**config.mk**
```make
export PLATFORM = sky130hd
export DESIGN_NAME = psrc_reset_ctrl
export DESIGN_NICKNAME = d
export VERILOG_FILES = /design/src/psrc_pkg.sv /design/src/psrc_sync.sv /design/src/psrc_reset_ctrl.sv
export SDC_FILE = /design/constraint.sdc
export NUM_CORES = 1
export LEC_CHECK = 0
export BUFFER_PORTS_ARGS = -buffer_cell sky130_fd_sc_hd__buf_2
export CAP_MARGIN = 20
export CORE_ASPECT_RATIO = 1.5
export CORE_MARGIN = 2
export CORE_UTILIZATION = 46
export CTS_BUF_LIST = sky130_fd_sc_hd__clkbuf_4 sky130_fd_sc_hd__clkbuf_8
export DETAILED_ROUTE_END_ITERATION = 16
export PLACE_DENSITY_LB_ADDON = 0.15
export REMOVE_ABC_BUFFERS = 1
export SLEW_MARGIN = 40
export SYNTH_ARGS = -nofsm -noshare
export SYNTH_HDL_FRONTEND = slang
export SYNTH_SLANG_ARGS = --single-unit
```
**constraint.sdc**
```tcl
create_clock -name clk_i -period 2 [get_ports clk_i]
set_clock_uncertainty 0.05 [all_clocks]
set_input_delay 0.3 -clock clk_i [delete_from_list [all_inputs] [get_ports clk_i]]
set_output_delay 0.3 -clock clk_i [all_outputs]
set_load 0.01 [all_outputs]
```
**src/psrc_pkg.sv**
```systemverilog
// Package with types and constants for the switch reset controller.
package psrc_pkg;

  // ==========================================================================
  // Sizes and timing
  // ==========================================================================
  localparam int NUM_PORTS_DEF = 8;
  // Time from PLL lock to core reset release, in nanoseconds.
  localparam int LOCK_TO_CORE_NS = 33000;
  localparam int CLK_PERIOD_NS   = 10;
  // Least time: round up to whole cycles.
  localparam int LOCK_TO_CORE_CYC =
    (LOCK_TO_CORE_NS + CLK_PERIOD_NS - 1) / CLK_PERIOD_NS;
  localparam int DLY_W = 16;
  localparam logic [DLY_W-1:0] DLY_RESET = 16'h0000;

  // ==========================================================================
  // Types
  // ==========================================================================
  typedef enum logic [1:0] {
    PSRC_IN_RESET,
    PSRC_WAIT_LOCK,
    PSRC_LOCK_DELAY,
    PSRC_RUN
  } psrc_state_t;

  // Upstream link events, same clock domain.
  typedef struct packed {
    logic hot_reset_ts;
    logic dl_inactive;
  } psrc_up_evt_t;

  // Per-port reset actions.
  typedef struct packed {
    logic port_rst;
    logic send_hot_reset;
    logic drop_rx;
    logic drain_queues;
  } psrc_port_act_t;

endpackage : psrc_pkg

```
**src/psrc_sync.sv**
```systemverilog
// Two-flop synchroniser for an active-low asynchronous reset pin.
`timescale 1ns/1ps
module psrc_sync (
  input  wire logic clk_i,
  input  wire logic async_n_i,
  output logic      sync_n_o
);
  import psrc_pkg::*;

  logic meta_reg;

  // Asserts as soon as the pin is low, releases through two flops.
  always_ff @(posedge clk_i or negedge async_n_i) begin
    if (!async_n_i) begin
      meta_reg <= 1'b0;
      sync_n_o <= 1'b0;
    end else begin
      meta_reg <= 1'b1;
      sync_n_o <= meta_reg;
    end
  end

endmodule // psrc_sync

```
**src/psrc_reset_ctrl.sv**
```systemverilog
// Reset controller for a multi-port switch: fundamental, hot and bus resets.
// Operation
// - Bridge bus-reset bit resets its downstream hierarchy.
// - Fundamental reset exit restores all start-up values.
// - Low reset pin places whole device in reset.
// - Warm reset reruns full initialization after release.
// - Hot reset drops packets, resets non-sticky state.
// - Hot reset spares clocks, configuration, sticky bits.
// - Reset training sets or link-down start hot reset.
// - Downstream ports send reset ordered-sets downstream.
// - Upstream hot reset reaches every downstream bridge.
// - Ignore bit blocks upstream hot reset propagation.
// - Upstream bus-reset resets every downstream port.
// - Upstream bridge untouched, downstream queues drained.
// - Downstream bus-reset: hot reset, drop its traffic.
// - Link held in reset until bit cleared.
// - Drained queues handled like link-down.
// - Core reset released 33 us after lock.
`timescale 1ns/1ps
module psrc_reset_ctrl #(
  parameter int NUM_PORTS  = psrc_pkg::NUM_PORTS_DEF,
  parameter int LOCK_DELAY = psrc_pkg::LOCK_TO_CORE_CYC
) (
  input  wire logic                   clk_i,
  input  wire logic                   sys_rst_i,
  input  wire logic                   fundamental_reset_n,
  input  wire logic                   pll_lock_i,
  input  wire psrc_pkg::psrc_up_evt_t up_evt_i,
  input  wire logic                   upstream_reset_ignore,
  input  wire logic                   up_sec_bus_reset_i,
  input  wire logic [NUM_PORTS-1:0]   dn_sec_bus_reset_i,
  output logic                        fund_rst_o,
  output logic                        core_rst_o,
  output logic                        up_hot_rst_o,
  output logic                        up_drain_o,
  output psrc_pkg::psrc_port_act_t [NUM_PORTS-1:0] port_act_o
);
  import psrc_pkg::*;

  // ==========================================================================
  // Fundamental reset synchronisation
  // ==========================================================================
  logic perst_sync_n;
  logic lock_s1_reg;
  logic lock_s2_reg;

  psrc_sync u_sync (
    .clk_i     (clk_i),
    .async_n_i (fundamental_reset_n),
    .sync_n_o  (perst_sync_n)
  );

  always_ff @(posedge clk_i) begin
    lock_s1_reg <= pll_lock_i;
    lock_s2_reg <= lock_s1_reg;
  end

  wire logic fund_active = sys_rst_i | ~perst_sync_n;

  // ==========================================================================
  // Start-up sequencing
  // ==========================================================================
  psrc_state_t      state_reg;
  psrc_state_t      state_next;
  logic [DLY_W-1:0] dly_reg;
  logic [DLY_W-1:0] dly_next;

  wire logic dly_done = (dly_reg == DLY_W'(LOCK_DELAY - 1));

  always_comb begin
    state_next = state_reg;
    dly_next   = dly_reg;
    case (state_reg)
      PSRC_IN_RESET: begin
        state_next = PSRC_WAIT_LOCK;
      end
      PSRC_WAIT_LOCK: begin
        dly_next = DLY_RESET;
        if (lock_s2_reg) begin
          state_next = PSRC_LOCK_DELAY;
        end
      end
      PSRC_LOCK_DELAY: begin
        dly_next = dly_reg + 16'h0001;
        if (!lock_s2_reg) begin
          state_next = PSRC_WAIT_LOCK;
        end else if (dly_done) begin
          state_next = PSRC_RUN;
        end
      end
      PSRC_RUN: begin
        state_next = PSRC_RUN;
      end
      default: begin
        state_next = PSRC_IN_RESET;
      end
    endcase
  end

  always_ff @(posedge clk_i) begin
    if (fund_active) begin
      state_reg <= PSRC_IN_RESET;
      dly_reg   <= DLY_RESET;
    end else begin
      state_reg <= state_next;
      dly_reg   <= dly_next;
    end
  end

  wire logic running = (state_reg == PSRC_RUN);

  // ==========================================================================
  // Hot reset decode
  // ==========================================================================
  // The ignore bit is configuration state, so a hot reset never clears it.
  wire logic up_trig = (up_evt_i.hot_reset_ts | up_evt_i.dl_inactive)
                       & ~upstream_reset_ignore;
  wire logic up_hot  = running & up_trig;
  wire logic up_sbr  = running & up_sec_bus_reset_i;

  psrc_port_act_t [NUM_PORTS-1:0] act_next;

  genvar gi;
  generate
    for (gi = 0; gi < NUM_PORTS; gi++) begin : g_port
      wire logic dn_sbr = running & dn_sec_bus_reset_i[gi];
      // Bus-reset bits hold the link in reset for as long as set.
      wire logic any_rst = up_hot | up_sbr | dn_sbr;
      assign act_next[gi].port_rst       = any_rst;
      assign act_next[gi].send_hot_reset = any_rst;
      assign act_next[gi].drop_rx        = any_rst;
      assign act_next[gi].drain_queues   = any_rst;
    end
  endgenerate

  // ==========================================================================
  // Output registers
  // ==========================================================================
  always_ff @(posedge clk_i) begin
    if (fund_active) begin
      fund_rst_o   <= 1'b1;
      core_rst_o   <= 1'b1;
      up_hot_rst_o <= 1'b0;
      up_drain_o   <= 1'b0;
      port_act_o   <= '0;
    end else begin
      fund_rst_o   <= 1'b0;
      core_rst_o   <= ~running;
      up_hot_rst_o <= up_hot;
      // Upstream bridge stays up during its own bus reset.
      up_drain_o   <= up_hot | up_sbr;
      port_act_o   <= act_next;
    end
  end
endmodule // psrc_reset_ctrl

```
Word-level counts from Yosys, hierarchy flattened:

Cells that the tools add are included.

* $add $sub $neg: 1
* multipliers: 0
* divide/modulo/power cells: 0
* order comparisons: 0
* equality and inequality tests: 6
* shift operators: 0
* muxes and demuxes: 6
* bitwise logic cells: 25
* reduce and logical (&&, ||, !) cells: 3

Operators by type and width (number)
* case mux 16 bit (2 select lines): 1
* adder 16 x 1 -> 16 bit (second input constant): 1
* equality test 16 x 12 -> 1 bit (second input constant): 1
* bitwise AND 1 bit: 11
* OR 1 bit: 11
* case mux 2 bit (4 select lines): 1
* 2-to-1 mux 2 bit: 3
* equality test 2 bit (second input constant): 2
* != test 3 bit (second input constant): 1
* inverter 1 bit: 3
* equality test 2 x 1 -> 1 bit (second input constant): 1
* zero test 2 bit: 1
* != test 2 bit (second input constant): 1
* AND reduction 2 bit: 1
* nonzero test 2 bit: 1
* 2-to-1 mux 1 bit: 1

* register bits: 34
* bits in latches: 0
* RAM bits: 0
* bits in read-only memories: 0
* bits of input ports: 16
* output and inout bits: 36
* word-level logic and storage cells: 59
* memories kept: 0

Logic depth before layout (Yosys ltp):

* word-level depth: 5
* mapped depth: 6
* depth with buffers taken out: 6

Modules after synthesis:

Synthesis repeated with hierarchy kept, for this count alone.

* cell total of the unflattened synthesis: 161
* area, all modules: 1507.7 um^2

By module, submodules not included
* psrc_reset_ctrl: times used 1, cells an instance 158, area each 1453.9 um^2, seq. area each 640.6 um^2
* psrc_sync: times used 1, cells an instance 3, area each 53.8 um^2, seq. area each 50.0 um^2

Worst setup path before layout:

Ideal clock, no wire load.

* path kind: register to register
* from: register state_reg[0]
* to: register dly_reg[13]
* setup time: 71 ps
* arrival: 2027 ps
* required time: 1879 ps
* path slack: -148 ps
* cell stages (with the launch flop): 7
* path buffers: 0
* clock period less this slack: 2148 ps
* cell sequence: dfxtp_1 inv_1 ha_1 nand4b_4 or4_4 or3_1 a21oi_1

* word-level cells in the longest chain between the ends: 2
* elaborated cells on any way between the ends: 4
* those cells by class: eq/ne: 2; mux: 1; reduce/logical: 1

Ends and longest elaborated chain
* start: declaration: RTL line psrc_reset_ctrl.sv:63 `psrc_state_t state_reg;`
* start signal: assignment: RTL line psrc_reset_ctrl.sv:105 `state_reg <= state_next;`
* equality test 2 bit / equality test 2 x 1 -> 1 bit (equally long branches): RTL line psrc_reset_ctrl.sv:73 `case (state_reg)`
* case mux 16 bit (2 select lines) / nonzero test 2 bit (equally long branches)
* end signal: assignment: RTL line psrc_reset_ctrl.sv:106 `dly_reg <= dly_next;`
* end: declaration: RTL line psrc_reset_ctrl.sv:65 `logic [DLY_W-1:0] dly_reg;`

Several ways; a longest one is shown, not always the timed one.
A chain may end at the register's enable or synchronous reset.

Final worst setup path:

Ends and elaborated chain as after synthesis.

==> insert_results.sql <==
INSERT INTO impl_metrics (metric_group, metric, value, unit) VALUES
('synthesis', 'synth_edf_count', '0', ''),
('floorplanning', 'start_util', '0.4820', ''),
('floorplanning', 'ios', '52', ''),
('global_route', 'global_route_wire_length_before_repair', '4554', 'um'),
('critical_path', 'worst_r2r_endpoint', 'dly_reg[13]$_SDFFE_PP0P_', ''),
('run_status', 'run_status', 'complete, no violations', ''),
('global_route', 'globalRouteTotalUtil', '0.1664', ''),
('synthesis', 'synth_largest_area_cell', 'dfxtp_1', ''),
('routing', 'drt_pass1_iterations', '4', ''),
('power', 'power.internal', '1014', 'uW'),
('clock_tree', 'clk_root_buffer_cell', 'clkbuf_8', ''),
('layout', 'area_delta_synth_final', '21.00', '%'),
('critical_path', 'arrival', '2.11', 'ns'),
('layout', 'fin_nets', '223', ''),
('critical_path', 'worst_ep_required_time', '2.18', 'ns'),
('routing', 'drc', '0', ''),
('synthesis', 'synth_seq_area_share', '0.4581', ''),
('clock_tree', 'cts-buffers-inserted', '5', ''),
('critical_path', 'crit_path_start_kind', 'register', ''),
('synthesis', 'postSynthAreaPerCell', '9.365', 'um^2'),
('synthesis', 'async_reset_ff_frac', '0.05882', ''),
('layout', 'filler_cell_count', '292', ''),
('timing', 'timing_hold_violations_final', '0', ''),
('power', 'clock_power_share', '0.410', ''),
('critical_path', 'critPathKind', 'reg -> reg', ''),
('layout', 'final_antenna_diode_count', '0', ''),
('timing', 'rsz0062_at_grt', 'no', ''),
('routing', 'postRouteAntennaNets', '0', ''),
('critical_path', 'cp_max_fo', '5', ''),
('layout', 'largest_reg_flops', '16', ''),
('routing', 'routed_wirelength', '2930', 'um'),
('placement', 'dp_hpwl', '2223', 'um'),
('critical_path', 'critical_path.endpoint_type', 'register', ''),
('timing', 'final.setup.tns', '0', 'ns'),
('global_route', 'via_count_of_the_first_global_routing_pass', '1106', ''),
('timing', 'final-max-slew-violation-count', '0', ''),
('clock_tree', 'ctsHtreeMaxLevel', '2', ''),
('global_route', 'antenna_violations_before_repair', '0', ''),
('floorplanning', 'chipHeight', '74.12', 'um'),
('critical_path', 'worstRegToRegCells', '6', ''),
('hold_path', 'min_delay_startpoint', 'pll_lock_i', ''),
('power', 'power.leakage', '0.0009028', 'uW'),
('synthesis', 'syn_inst', '161', ''),
('clock_tree', 'cts.sinks', '34', ''),
('power', 'power.density', '709.4', 'nW/um^2'),
('clock_tree', 'post_cts.repair.setup_buffers', '0', ''),
('power', 'switching_share', '0.2161', ''),
('power', 'switchingPower', '279.6', 'uW'),
('floorplanning', 'die_area', '3761', 'um^2'),
('synthesis', 'synth_top_cells_by_count', 'dfxtp_1 (32), buf_4 (24), nor2_1 (13), inv_1 (9), a21o_1 (8)', ''),
('power', 'power_frac_seq', '0.535', ''),
('job', 'max-cap-violations', '0', ''),
('hold_path', 'hold_depth', '1', ''),
('synthesis', 'synth-seq-cells', '34', ''),
('clock_tree', 'cts.path.max_buffers', '2', ''),
('global_route', 'grt_start_max_net_pins', '17', ''),
('clock_tree', 'path_clk_slew', '0.07', 'ns'),
('clock_tree', 'insertion_delay', '0.29', 'ns'),
('timing', 'layout_min_cycle_time', '1.931', 'ns'),
('synthesis', 'synth_top_area_frac', '0.4249', ''),
('routing', 'drt-vias-per-instance', '5.057', ''),
('layout', 'post-route-util', '0.5832', ''),
('timing', 'final_min_period_over_clock_period', '0.9657', ''),
('critical_path', 'crit_start', 'state_reg[0]$_SDFFE_PP0P_', ''),
('power', 'pwr-share-comb', '0.055', ''),
('synthesis', 'synth_top_flop_cell', 'dfxtp_1', ''),
('global_route', 'grt_remaining_overflow', '0', ''),
('routing', 'initialDrtViolationCount', '18', ''),
('critical_path', 'crit-reg2reg-launch', 'state_reg[0]$_SDFFE_PP0P_', ''),
('timing', 'max_freq', '0.5177', 'GHz'),
('floorplanning', 'fp-row-count', '25', '');
kinds of logic after synthesis:
kind of cell / after synthesis / synth area share
other: 1 / 0.002487
AND/OR/NAND/NOR: 48 / 0.1784
AO/OA/AOI/OAI: 29 / 0.1220
flip-flops: 34 / 0.4581
XOR/XNOR: 9 / 0.05229
buffers and inverters: 35 / 0.1469
multiplexers: 1 / 0.006639
adder cells (fa/ha/maj): 4 / 0.03320
what timing repair did:
action,in CTS,in global routing
endpoints found under the setup margin,4,5
pin swaps,5,1
hold endpoints to repair,2,0
gates cloned,0,0
resized for setup,1,4
hold buffers,1,0
metrics by stage:
| step | setup WS, ns | area, um^2 | cells | total power, uW |
|---|---|---|---|---|
| after floorplan | -0.1540 | 1320 | 135 | 737.6 |
| after global placement | 0.03012 | 1693 | 235 | 770.9 |
| after detailed placement | -0.02370 | 1693 | 235 | 773.4 |
| after CTS | 0.007056 | 1802 | 244 | 1301 |
| after global routing | 0.005085 | 1824 | 244 | 1337 |
| final | 0.06851 | 1824 | 244 | 1294 |
power groups by stage:
stage                     clock network, uW  registers (uW)  logic (uW)
after floorplan                           0             709        28.1
after global placement                    0             706        65.0
after detailed placement                  0             706        67.0
after CTS                               541             691        68.7
after global routing                    565             692        79.4
final                                   531             692        71.2
layer usage:
metal	part of all wire	routed length (um)	GRT usage	vias to the layer above
li1	-	-	-	608
met1	0.35	1037	0.1475	566
met2	0.54	1571	0.3202	51
met3	0.078	230	0.05221	9
met4	0.031	90	0.1021	0
met5	0	0	0	-
worst max path at each step:
stage	endpoint	slack (ns)	cells past startpoint
2_1_floorplan	dly_reg[13]$_SDFFE_PP0P_	-0.15	6
3_3_place_gp	dly_reg[15]$_SDFFE_PP0P_	0.03	6
3_5_place_dp	dly_reg[15]$_SDFFE_PP0P_	-0.02	6
4_1_cts	dly_reg[13]$_SDFFE_PP0P_	0.007	6
5_1_grt	dly_reg[13]$_SDFFE_PP0P_	0.005	6
6_report	dly_reg[13]$_SDFFE_PP0P_	0.07	6
placed cells by master, fill, tap and decap left out, drive strengths merged:
| cell | n |
|---|---|
| xor2 | 3 |
| or3 | 6 |
| dfrtp | 2 |
| nor4 | 1 |
| dfxtp | 32 |
| a31o | 1 |
| clkbuf | 7 |
| o2111ai | 1 |
| ha | 4 |
| xnor2 | 6 |
| dlygate4sd3 | 1 |
| a31oi | 1 |
| or4 | 2 |
| nor4bb | 1 |
| o21a | 1 |
| nor2 | 13 |
| mux2i | 1 |
| conb | 1 |
| and4 | 1 |
| nand4 | 3 |
| o211a | 1 |
| nor3 | 6 |
| buf | 60 |
| a211oi | 1 |
| o21ai | 8 |
| nand4b | 1 |
| a21oi | 7 |
| inv | 9 |
| a21o | 8 |
| nor2b | 3 |
| nand2 | 6 |
| nand3 | 5 |
| clkinv | 1 |
worst max-delay path: stages, from the launching register on:
cell and delay (ns):
dfxtp_2 0.32, inv_1 0.10, ha_4 0.21, nand4b_4 0.17
or4_4 0.56, or3_4 0.34, a21oi_2 0.12
layout make-up:
type / instances / area, um^2 / share of cell area
Clock buffer: 7 / 90.09 / 0.04938
Clock inverter: 1 / 5.005 / 0.002743
Inverter: 9 / 33.78 / 0.01852
Multi-Input combinational cell: 92 / 620.6 / 0.3402
Sequential cell: 34 / 691.9 / 0.3793
Tap cell: 40 / 50.05 / 0.02743
Timing Repair Buffer: 61 / 332.8 / 0.1824
(Power assumes the default switching activity.)
